`config.mk`:
```
export PLATFORM = sky130hd
export DESIGN_NAME = irs_top
export DESIGN_NICKNAME = d
export VERILOG_FILES = /design/src/pkg/irs_pkg.sv /design/src/rtl/irs_top.sv
export SDC_FILE = /design/constraint.sdc
export NUM_CORES = 1
export LEC_CHECK = 0
export BUFFER_PORTS_ARGS = -buffer_cell sky130_fd_sc_hd__buf_4
export CAP_MARGIN = 40
export CORE_ASPECT_RATIO = 0.7
export CORE_MARGIN = 2
export CORE_UTILIZATION = 45
export DETAILED_ROUTE_END_ITERATION = 7
export GPL_TIMING_DRIVEN = 0
export PLACE_DENSITY = 0.66
export SYNTH_ARGS = -nofsm -noshare
export SYNTH_HDL_FRONTEND = slang
export SYNTH_SLANG_ARGS = --single-unit
```
`constraint.sdc`:
```
create_clock -name clk_sys_in -period 3.15 [get_ports clk_sys_in]
set_input_delay 0.315 -clock clk_sys_in [delete_from_list [all_inputs] [get_ports clk_sys_in]]
set_output_delay 0.315 -clock clk_sys_in [all_outputs]
set_load 0.05 [all_outputs]
```
`src/pkg/irs_pkg.sv`:
```
// package for the interrupt sequencer and return-address stack
package irs_pkg;
  localparam int PC_W = 9;
  localparam int STACK_DEPTH = 3;
  localparam int OFS_W = 12;
  localparam int NUM_SRC = 3;
  localparam int REG_ADDR_W = 6;

  // register map, byte addresses on the io port
  localparam logic [5:0] ADDR_TIMER_MASK = 6'h39;
  localparam logic [5:0] ADDR_GENERAL_MASK = 6'h3b;
  localparam logic [5:0] ADDR_CORE_CTRL = 6'h35;
  localparam logic [5:0] ADDR_TIMER_FLAGS = 6'h38;
  localparam logic [5:0] ADDR_GLOBAL_EN = 6'h3f;

  // field positions
  localparam int GM_EXT_BIT = 6;
  localparam int TM_OVF_BIT = 1;
  localparam int TM_CMP_BIT = 0;
  localparam int GE_BIT = 7;
  localparam int SENSE_LSB = 0;

  localparam logic [7:0] GENERAL_MASK_RW = 8'h40;
  localparam logic [7:0] TIMER_MASK_RW = 8'h03;
  localparam logic [7:0] RESET_BYTE = 8'h00;
  localparam logic [PC_W-1:0] RESET_PC = 9'h000;

  // source index 0 highest priority; vector = index + 1
  localparam int SRC_EXT = 0;
  localparam int SRC_TCMP = 1;
  localparam int SRC_TOVF = 2;
  localparam logic [PC_W-1:0] VECTOR_BASE = 9'h001;

  // cycle figures
  localparam int ENTRY_CYCLES = 4;
  localparam int INTERRUPT_RETURN_CYCLES = 4;
  localparam int RELATIVE_JUMP_CYCLES = 2;

  typedef enum logic [1:0] {
    SENSE_LOW = 2'b00,
    SENSE_RSV = 2'b01,
    SENSE_FALL = 2'b10,
    SENSE_RISE = 2'b11
  } irs_sense_t;

  typedef enum logic [2:0] {
    OP_NONE,
    OP_JUMP,
    OP_CALL,
    OP_RET,
    OP_INTERRUPT_RETURN,
    OP_SEQ
  } irs_op_t;

  typedef struct packed {
    logic [REG_ADDR_W-1:0] addr;
    logic [7:0] wdata;
    logic wr;
    logic rd;
  } irs_reg_req_t;

  typedef struct packed {
    irs_op_t op;
    logic [OFS_W-1:0] offset;
    logic boundary;
  } irs_core_req_t;
endpackage : irs_pkg

```
`src/rtl/irs_top.sv`:
```
// interrupt sequencer and three-level return-address stack
//
// The implementer's own choice: the plain strobed port.
`timescale 1ns/1ps
`default_nettype none

module irs_top (
  input wire logic clk_sys_in,
  input wire logic reset_n_in,
  input wire irs_pkg::irs_reg_req_t reg_req_in,
  output logic [7:0] reg_rdata_out,
  input wire irs_pkg::irs_core_req_t core_req_in,
  input wire logic ext_pin_in,
  input wire logic timer_cmp_event_in,
  input wire logic timer_ovf_event_in,
  output logic [irs_pkg::PC_W-1:0] pc_out,
  output logic core_stall_out,
  output logic irq_vector_out
);
  import irs_pkg::*;

  typedef enum logic [1:0] {
    ST_RUN,
    ST_ENTRY,
    ST_INTERRUPT_RETURN,
    ST_JUMP
  } irs_state_t;

  // ---------------------------------------------------------------
  // helpers
  // ---------------------------------------------------------------
  function automatic logic [PC_W-1:0] rel_target(
      input logic [PC_W-1:0] pc, input logic [OFS_W-1:0] ofs);
    logic [PC_W-1:0] t;
    // program space wraps at nine bits, so only low offset bits matter
    t = pc + ofs[PC_W-1:0] + PC_W'(1);
    return t;
  endfunction : rel_target

  function automatic logic [1:0] first_set(input logic [NUM_SRC-1:0] v);
    logic [1:0] idx;
    idx = 2'(NUM_SRC - 1);
    for (int i = NUM_SRC - 1; i >= 0; i--) begin
      if (v[i]) begin
        idx = 2'(i);
      end
    end
    return idx;
  endfunction : first_set

  // ---------------------------------------------------------------
  // state
  // ---------------------------------------------------------------
  logic [PC_W-1:0] stack_q [STACK_DEPTH];
  logic [PC_W-1:0] pc_q;
  logic gie_q;
  logic [7:0] gen_mask_q;
  logic [7:0] tim_mask_q;
  logic [1:0] sense_q;
  logic pin_q;
  logic ext_flag_q;
  logic cmp_flag_q;
  logic ovf_flag_q;
  logic hold_one_q;
  irs_state_t state_q;
  logic [2:0] cnt_q;
  logic [1:0] src_q;
  logic [7:0] rdata_q;

  logic wr_gen, wr_tim, wr_ctrl, wr_flags, wr_gie;
  logic ext_pend, level_pend;
  logic [NUM_SRC-1:0] pending;
  logic take_irq;
  logic push_entry, push_call, pop_any;
  logic [PC_W-1:0] push_val;
  logic entry_done, interrupt_return_done;

  assign wr_gen = reg_req_in.wr && reg_req_in.addr == ADDR_GENERAL_MASK;
  assign wr_tim = reg_req_in.wr && reg_req_in.addr == ADDR_TIMER_MASK;
  assign wr_ctrl = reg_req_in.wr && reg_req_in.addr == ADDR_CORE_CTRL;
  assign wr_flags = reg_req_in.wr && reg_req_in.addr == ADDR_TIMER_FLAGS;
  assign wr_gie = reg_req_in.wr && reg_req_in.addr == ADDR_GLOBAL_EN;

  // ---------------------------------------------------------------
  // external pin sensing
  // ---------------------------------------------------------------
  // pin sampled regardless of port direction, so software can trigger it
  always_ff @(posedge clk_sys_in or negedge reset_n_in) begin
    if (!reset_n_in) begin
      pin_q <= 1'b1;
    end else begin
      pin_q <= ext_pin_in;
    end
  end

  always_comb begin
    ext_pend = 1'b0;
    case (irs_sense_t'(sense_q))
      SENSE_FALL: ext_pend = pin_q && !ext_pin_in;
      SENSE_RISE: ext_pend = !pin_q && ext_pin_in;
      default: ext_pend = 1'b0;
    endcase
  end

  // level mode: pending straight from the pin, nothing latched
  assign level_pend = sense_q == SENSE_LOW && !ext_pin_in;

  // ---------------------------------------------------------------
  // flags: event set beats any clear in the same cycle
  // ---------------------------------------------------------------
  always_ff @(posedge clk_sys_in or negedge reset_n_in) begin
    if (!reset_n_in) begin
      ext_flag_q <= 1'b0;
    end else if (ext_pend) begin
      ext_flag_q <= 1'b1;
    end else if (sense_q == SENSE_LOW ||
                 (entry_done && src_q == 2'(SRC_EXT))) begin
      // selecting level mode drops a stale edge
      ext_flag_q <= 1'b0;
    end
  end

  always_ff @(posedge clk_sys_in or negedge reset_n_in) begin
    if (!reset_n_in) begin
      cmp_flag_q <= 1'b0;
      ovf_flag_q <= 1'b0;
    end else begin
      if (timer_cmp_event_in) begin
        cmp_flag_q <= 1'b1;
      end else if ((wr_flags && reg_req_in.wdata[TM_CMP_BIT]) ||
                   (entry_done && src_q == 2'(SRC_TCMP))) begin
        cmp_flag_q <= 1'b0;
      end
      if (timer_ovf_event_in) begin
        ovf_flag_q <= 1'b1;
      end else if ((wr_flags && reg_req_in.wdata[TM_OVF_BIT]) ||
                   (entry_done && src_q == 2'(SRC_TOVF))) begin
        ovf_flag_q <= 1'b0;
      end
    end
  end

  assign pending[SRC_EXT] = gen_mask_q[GM_EXT_BIT] &&
                            (ext_flag_q || level_pend);
  assign pending[SRC_TCMP] = tim_mask_q[TM_CMP_BIT] && cmp_flag_q;
  assign pending[SRC_TOVF] = tim_mask_q[TM_OVF_BIT] && ovf_flag_q;

  // taken only at an instruction boundary, never straight after a interrupt_return
  assign take_irq = state_q == ST_RUN && gie_q && |pending &&
                    core_req_in.boundary && !hold_one_q;

  // ---------------------------------------------------------------
  // sequencer
  // ---------------------------------------------------------------
  assign entry_done = state_q == ST_ENTRY &&
                      cnt_q == 3'(ENTRY_CYCLES - 1);
  assign interrupt_return_done = state_q == ST_INTERRUPT_RETURN && cnt_q == 3'(INTERRUPT_RETURN_CYCLES - 1);

  always_ff @(posedge clk_sys_in or negedge reset_n_in) begin
    if (!reset_n_in) begin
      state_q <= ST_RUN;
      cnt_q <= 3'd0;
      src_q <= 2'd0;
    end else begin
      case (state_q)
        ST_RUN: begin
          cnt_q <= 3'd0;
          if (take_irq) begin
            state_q <= ST_ENTRY;
            src_q <= first_set(pending);
          end else if (core_req_in.op == OP_INTERRUPT_RETURN) begin
            state_q <= ST_INTERRUPT_RETURN;
          end else if (core_req_in.op == OP_JUMP ||
                       core_req_in.op == OP_CALL) begin
            state_q <= ST_JUMP;
          end
        end
        ST_ENTRY: begin
          cnt_q <= cnt_q + 3'd1;
          if (entry_done) begin
            state_q <= ST_RUN;
          end
        end
        ST_INTERRUPT_RETURN: begin
          cnt_q <= cnt_q + 3'd1;
          if (interrupt_return_done) begin
            state_q <= ST_RUN;
          end
        end
        ST_JUMP: begin
          state_q <= ST_RUN;
        end
        default: state_q <= ST_RUN;
      endcase
    end
  end

  always_ff @(posedge clk_sys_in or negedge reset_n_in) begin
    if (!reset_n_in) begin
      hold_one_q <= 1'b0;
    end else if (interrupt_return_done) begin
      hold_one_q <= 1'b1;
    end else if (state_q == ST_RUN && core_req_in.op != OP_NONE) begin
      // an idle slot is not an instruction, so it does not release the hold
      hold_one_q <= 1'b0;
    end
  end

  // ---------------------------------------------------------------
  // program counter and stack
  // ---------------------------------------------------------------
  assign push_entry = take_irq;
  assign push_call = state_q == ST_RUN && !take_irq &&
                     core_req_in.op == OP_CALL;
  assign pop_any = state_q == ST_RUN && !take_irq &&
                   (core_req_in.op == OP_RET || core_req_in.op == OP_INTERRUPT_RETURN);
  // return to the instruction that would have run next
  assign push_val = pc_q + PC_W'(1);

  always_ff @(posedge clk_sys_in or negedge reset_n_in) begin
    if (!reset_n_in) begin
      for (int i = 0; i < STACK_DEPTH; i++) begin
        stack_q[i] <= RESET_PC;
      end
    end else if (push_entry || push_call) begin
      // deepest entry falls off: only the newest three survive
      for (int i = STACK_DEPTH - 1; i > 0; i--) begin
        stack_q[i] <= stack_q[i-1];
      end
      stack_q[0] <= push_val;
    end else if (pop_any) begin
      for (int i = 0; i < STACK_DEPTH - 1; i++) begin
        stack_q[i] <= stack_q[i+1];
      end
    end
  end

  always_ff @(posedge clk_sys_in or negedge reset_n_in) begin
    if (!reset_n_in) begin
      pc_q <= RESET_PC;
    end else if (entry_done) begin
      pc_q <= VECTOR_BASE + PC_W'(src_q);
    end else if (push_entry) begin
      pc_q <= pc_q;
    end else if (pop_any) begin
      pc_q <= stack_q[0];
    end else if (state_q == ST_RUN &&
                 (core_req_in.op == OP_JUMP || core_req_in.op == OP_CALL)) begin
      pc_q <= rel_target(pc_q, core_req_in.offset);
    end else if (state_q == ST_RUN && core_req_in.op == OP_SEQ) begin
      pc_q <= pc_q + PC_W'(1);
    end
  end

  // status register lives in the core; only its global enable bit is kept here, cleared on entry and set on interrupt_return
  always_ff @(posedge clk_sys_in or negedge reset_n_in) begin
    if (!reset_n_in) begin
      gie_q <= 1'b0;
    end else if (take_irq) begin
      gie_q <= 1'b0;
    end else if (interrupt_return_done) begin
      gie_q <= 1'b1;
    end else if (wr_gie) begin
      gie_q <= reg_req_in.wdata[GE_BIT];
    end
  end

  // ---------------------------------------------------------------
  // register port
  // ---------------------------------------------------------------
  always_ff @(posedge clk_sys_in or negedge reset_n_in) begin
    if (!reset_n_in) begin
      gen_mask_q <= RESET_BYTE;
      tim_mask_q <= RESET_BYTE;
      sense_q <= SENSE_LOW;
    end else begin
      if (wr_gen) begin
        gen_mask_q <= reg_req_in.wdata & GENERAL_MASK_RW;
      end
      if (wr_tim) begin
        tim_mask_q <= reg_req_in.wdata & TIMER_MASK_RW;
      end
      if (wr_ctrl) begin
        sense_q <= reg_req_in.wdata[SENSE_LSB +: 2];
      end
    end
  end

  always_ff @(posedge clk_sys_in or negedge reset_n_in) begin
    if (!reset_n_in) begin
      rdata_q <= RESET_BYTE;
    end else if (reg_req_in.rd) begin
      case (reg_req_in.addr)
        ADDR_GENERAL_MASK: rdata_q <= gen_mask_q;
        ADDR_TIMER_MASK: rdata_q <= tim_mask_q;
        ADDR_CORE_CTRL: rdata_q <= {6'h00, sense_q};
        ADDR_TIMER_FLAGS: rdata_q <= {6'h00, ovf_flag_q, cmp_flag_q};
        ADDR_GLOBAL_EN: rdata_q <= {gie_q, 7'h00};
        default: rdata_q <= RESET_BYTE;
      endcase
    end else begin
      rdata_q <= RESET_BYTE;
    end
  end

  assign reg_rdata_out = rdata_q;
  assign pc_out = pc_q;
  assign core_stall_out = state_q != ST_RUN;
  assign irq_vector_out = entry_done;

  // ---------------------------------------------------------------
  // checks
  // ---------------------------------------------------------------
  a_gie_cleared: assert property (
    @(posedge clk_sys_in) disable iff (!reset_n_in)
    take_irq |=> !gie_q)
    else $error("global enable not cleared on entry");

  a_entry_latency: assert property (
    @(posedge clk_sys_in) disable iff (!reset_n_in)
    take_irq |-> !irq_vector_out [*4] ##1 irq_vector_out)
    else $error("vector not reached four cycles after entry");

  a_interrupt_return_sets_gie: assert property (
    @(posedge clk_sys_in) disable iff (!reset_n_in)
    (state_q == ST_RUN && !take_irq && core_req_in.op == OP_INTERRUPT_RETURN)
    |-> ##4 interrupt_return_done ##1 gie_q)
    else $error("interrupt_return did not set enable after four cycles");

  a_push_top: assert property (
    @(posedge clk_sys_in) disable iff (!reset_n_in)
    push_call |=> stack_q[0] == $past(pc_q) + PC_W'(1)
                  && stack_q[1] == $past(stack_q[0]))
    else $error("call push wrong");

  a_pop_pc: assert property (
    @(posedge clk_sys_in) disable iff (!reset_n_in)
    pop_any |=> pc_q == $past(stack_q[0]) && stack_q[1] == $past(stack_q[2]))
    else $error("return pop wrong");

  a_rel_target: assert property (
    @(posedge clk_sys_in) disable iff (!reset_n_in)
    (state_q == ST_RUN && !take_irq && core_req_in.op == OP_JUMP)
    |=> pc_q == $past(pc_q) + $past(core_req_in.offset[PC_W-1:0]) + 9'h001)
    else $error("relative target wrong");

  a_flag_clear: assert property (
    @(posedge clk_sys_in) disable iff (!reset_n_in)
    (entry_done && src_q == 2'(SRC_TCMP) && !timer_cmp_event_in)
    |=> !cmp_flag_q)
    else $error("served flag not cleared");

  a_priority_pick: assert property (
    @(posedge clk_sys_in) disable iff (!reset_n_in)
    (take_irq && pending[SRC_EXT]) |=> src_q == 2'(SRC_EXT))
    else $error("priority order broken");

  a_mask_bit7: assert property (
    @(posedge clk_sys_in) disable iff (!reset_n_in)
    $past(reg_req_in.rd) && $past(reg_req_in.addr) == ADDR_GENERAL_MASK
    |-> !reg_rdata_out[7])
    else $error("reserved mask bit read as one");

  a_one_after_interrupt_return: assert property (
    @(posedge clk_sys_in) disable iff (!reset_n_in)
    interrupt_return_done |=> !take_irq)
    else $error("interrupt taken straight after interrupt_return");
endmodule : irs_top

`default_nettype wire

```
==> results.md <==
CTS:
- The buffer count from post-CTS setup fixing is 0.
- The total CTS buffers is 9.
- The sink count of the clock tree is 58.
- After clock tree synthesis, the clock-pin slew on the worst setup and hold paths is 0.07 ns.
- Counting along the longest clock path gives a buffer depth of 2.
- The clock tree root buffer cell is sky130_fd_sc_hd__clkbuf_8.
- The post-cts hold buffer count is 0.
- TritonCTS built the clock tree.
- The H-tree generated during clock tree synthesis spans 3 levels.
- The clock latency on the worst-skew pair is 0.33 ns.
- The post-cts gate resize count is 0.

Pwr:
- The internal portion of the total power is 2020 uW.
- The power density over the cells is 884 nW/um2.
- The power share of the sequential group is 35.7%.
- The switching share of total power is 43.5%.
- The worst vdd rail ir drop is 0.478 mV.
- The combinational share of power is 47.1%.
- The clock network fraction of total power is 17.2%.
- Summed over all cells, the static leakage comes to 0.00186 uW.
- For this design the total switching power over the nets is 1550 uW.

Timing:
- The total negative setup slack is 0 ns.
- The final critical path time including I/O delays and setup is 2.92 ns.
- Setup violations remaining at the end of the flow were counted as 0.
- Setup repair after global routing left no endpoint under its margin.
- The fraction of the cycle the final worst path needs is 92.6%.
- Static timing analysis puts the maximum clock frequency at 343 MHz.
- The actual slew at the worst max-slew pin is 0.882 ns.
- The total count of max-transition violations in the final report was 0.
- Measured against its own limit, the worst slew margin works out to 40.6%.
- The final hold violation count came to 0.
- Across the routed clock network, the largest skew measured is 0.00629 ns.

Critical path:
- The worst setup path is captured at a flip-flop.
- Counting both buffers and inverters, the worst setup path holds a total of 3.
- Data on the critical path arrives at its endpoint at 3.13 ns.
- The highest cell delay on the worst timing path is 0.63 ns.
- The critical path is of the flip-flop to flip-flop type.
- The number of cells on the worst reg-to-reg path is 8.
- STA classifies the critical path startpoint as a flip-flop.
- The library cell contributing the largest single delay on the critical path is sky130_fd_sc_hd__a31oi_1.
- The most critical setup path has its startpoint at state_q[0].
- Walking the worst path, the cells encountered are inv_1 > ha_1 > clkbuf_1 > nand4b_1 > a31oi_1 > nor2_1 > buf_4 > mux2_2.
- STA puts the critical path data required time at 3.37 ns.
- The critical path endpoint is stack_q[0].
- The worst reg-to-reg setup slack is 0.23 ns.
- Counting buffers and inverters, the worst setup path is 8 cells deep.
- The family with the most delay on the worst path is buffers and inverters.
- The worst register-to-register path ends at stack_q[0].
- The maximum fanout along the worst path is 10.
- The start of the worst register-to-register path is state_q[0].

GRT:
- The first global-routing pass estimated 13400 um of wire.
- The maximum number of pins on one net before global-route repair is 59.
- The number of global-route vias before repair is 2627.
- For this run the aggregate overflow at the end of global routing stands at 0.
- The initial antenna violation count is 0.
- For this run, the total global-route usage over all layers was measured as 20.9%.

Placement:
- The cell area after placement is 3860 um2.
- The congestion estimate from routability-driven global placement came to 0.858.
- The half-perimeter wire length after detailed placement is 5970 um.
- Buffers placed on the I/O ports in this run total 43.

Synth:
- After synthesis, the share of flip-flops with an asynchronous set or reset is 100%.
- In the post-synthesis netlist, the cell with the most instances is sky130_fd_sc_hd__dfrtp_1.
- Counting instances in the post-synthesis netlist gives the leading cell types as 57 x sky130_fd_sc_hd__dfrtp_1, 40 x sky130_fd_sc_hd__nand2_1, 25 x sky130_fd_sc_hd__a21oi_1.
- In this run, distinct cell masters in the synthesized netlist total 53.
- The count of flip-flops with a built-in enable after synthesis is 0.
- By area the synthesized netlist is led by sky130_fd_sc_hd__dfrtp_1 42%, sky130_fd_sc_hd__ha_1 7.0%, sky130_fd_sc_hd__mux2_2 5.0%, sky130_fd_sc_hd__nand2_1 4.4%, sky130_fd_sc_hd__a221o_1 3.8%.
- The share of the Yosys chip area taken by registers is 42.7%.
- The post-synthesis register bit count is 58.
- The largest area contributor in the synthesized netlist is sky130_fd_sc_hd__dfrtp_1.
- The Yosys step of the flow raised 0 warnings.
- The top cell type by area accounts for 41.9% of the synthesized area.
- After technology mapping, the gate count stands at 353.
- Each instance of the synthesized netlist takes up on average 9.65 um2.
- Summing every instance area after synthesis gives 3410 um2.
- In the synthesized netlist the dominant register cell turns out to be sky130_fd_sc_hd__dfrtp_1.

Die:
- The core region is 7320 um2.
- For this configuration, the core starts out at a cell density of 46.5%.
- The die is 76.8 um tall.
- The number of placement rows is 26.
- The area of the die is 8290 um2.
- The I/O pin count is 56.
- The width of the die is 108 um.

Drt:
- The met3 wire length is 458 um.
- The wire length after detailed routing is 8060 um.
- The met2 wire length is 3460 um.
- The number of design-rule violations left by the first detailed-router iteration is 189.
- The overall via count from detail_route is 2832.
- The final routed DRC violation total is 0.
- The detailed router put a total of 4110 um of wire on met1.
- Using the TritonRoute via totals, the vias-per-cell ratio works out to 5.52.
- Routed signal wires occupy layers up through met4.
- After detailed routing, the average wire length per cell comes to 15.7 um.
- The detail route stage leaves a number of antenna-violating nets equal to 0.
- The first detailed-routing pass ran for 5 iterations.

Min path:
- The path class of the tightest hold or removal check is input port to async pin.

Job:
- The max capacitance violation total is 0.

Layout:
- Summing all non-filler instances in the final layout gives an area of 4040 um2.
- The ratio of cells with drive above 1 in the final layout is 21.9%.
- The layout has 671 filler cells.
- The area growth from synthesis to layout is 18.7%.
- The total number of nets in the final design is 467.
- The diode insertion count for antenna repair is 0.

Status:
- The flow ran to the end, and the final reports show no timing, DRC or antenna violations.
## sequential cells by signal, summed over array words and instances (netlist names)
signal / flops
reg_rdata_out: 4
pin_q: 1
stack_q: 27
pc_out: 9
cmp_flag_q: 1
ext_flag_q: 1
tim_mask_q: 2
gie_q: 1
gen_mask_q: 1
state_q: 2
hold_one_q: 1
src_q: 2
cnt_q: 3
ovf_flag_q: 1
sense_q: 2
## power groups by stage
stage / registers, uW / logic, uW / clock network (uW)
6_report: 1270 / 1680 / 615
5_1_grt: 1320 / 1860 / 668
4_1_cts: 1270 / 1680 / 623
3_5_place_dp: 1280 / 1670 / 0
3_3_place_gp: 1260 / 1630 / 0
2_1_floorplan: 1370 / 1090 / 0
## routing by layer
metal  track usage (%)  up-vias
li1                  -     1381
met1              33.1     1368
met2              28.1       79
met3              6.21        4
met4              3.97        0
met5                 0        -
## layout by cell type, fill, tap and decap left out, types with 3 or more instances in the layout
cell type	count
sky130_fd_sc_hd__a21oi_1	25
sky130_fd_sc_hd__a221o_1	13
sky130_fd_sc_hd__a22oi_1	3
sky130_fd_sc_hd__a31oi_1	3
sky130_fd_sc_hd__and3_1	3
sky130_fd_sc_hd__buf_2	3
sky130_fd_sc_hd__buf_4	48
sky130_fd_sc_hd__clkbuf_1	6
sky130_fd_sc_hd__clkbuf_8	10
sky130_fd_sc_hd__conb_1	4
sky130_fd_sc_hd__dfrtp_1	57
sky130_fd_sc_hd__ha_1	19
sky130_fd_sc_hd__inv_1	14
sky130_fd_sc_hd__mux2_2	15
sky130_fd_sc_hd__mux2i_1	4
sky130_fd_sc_hd__nand2_1	40
sky130_fd_sc_hd__nand2b_1	5
sky130_fd_sc_hd__nand3_1	12
sky130_fd_sc_hd__nor2_1	23
sky130_fd_sc_hd__nor2b_1	11
sky130_fd_sc_hd__nor3_1	6
sky130_fd_sc_hd__o211ai_1	5
sky130_fd_sc_hd__o21ai_0	24
sky130_fd_sc_hd__o22ai_1	4
sky130_fd_sc_hd__xnor2_1	10
sky130_fd_sc_hd__xor2_1	5
## kinds of logic (layout without fill, tap and decap cells)
kind of cell | after synthesis | after routing | synth area share, %
AOI/OAI and AO/OA | 97 | 97 | 19.1
xor gates and xnor gates | 15 | 15 | 3.86
adders and majority gates | 20 | 20 | 7.57
buffers and inverters | 31 | 90 | 4.52
DFF | 58 | 58 | 42.7
muxes | 19 | 19 | 6.14
other | 1 | 4 | 0.110
and+or+nand+nor | 112 | 112 | 16.0
## per-stage QoR
step           std cells  hold WS (ns)  total power, uW  worst slack, ns  utilization, %
3_3_place_gp         497         0.431             2900            0.303            52.8
2_1_floorplan        356        0.0194             2460            0.667               -
4_1_cts              513        0.0592             3570            0.264            55.2
5_1_grt              513        0.0896             3850           0.0714            55.2
6_report             513        0.0412             3570            0.235            55.2
3_5_place_dp         497         0.423             2950            0.289            52.8
## worst min-delay path by stage
stage | from | to | slack [ns]
after floorplan | reset_n_in | cmp_flag_q | 0.02
after CTS | reset_n_in | stack_q[17] | 0.06
after global placement | reset_n_in | stack_q[8] | 0.43
after detailed placement | reset_n_in | stack_q[17] | 0.42
final | reset_n_in | stack_q[13] | 0.04
after global routing | reset_n_in | stack_q[17] | 0.09
## final cells by class
cell class                      instances  area, um2  area share (%)
Multi-Input combinational cell        267       1810            44.8
Tap cell                               98        123            3.03
Buffer                                 16       97.6            2.41
Timing Repair Buffer                   43        323            7.99
Clock inverter                          6       42.5            1.05
Clock buffer                           10        138            3.40
Sequential cell                        58       1450            35.9
Inverter                               15       56.3            1.39
No activity file was read; power rests on OpenSTA's default activity.
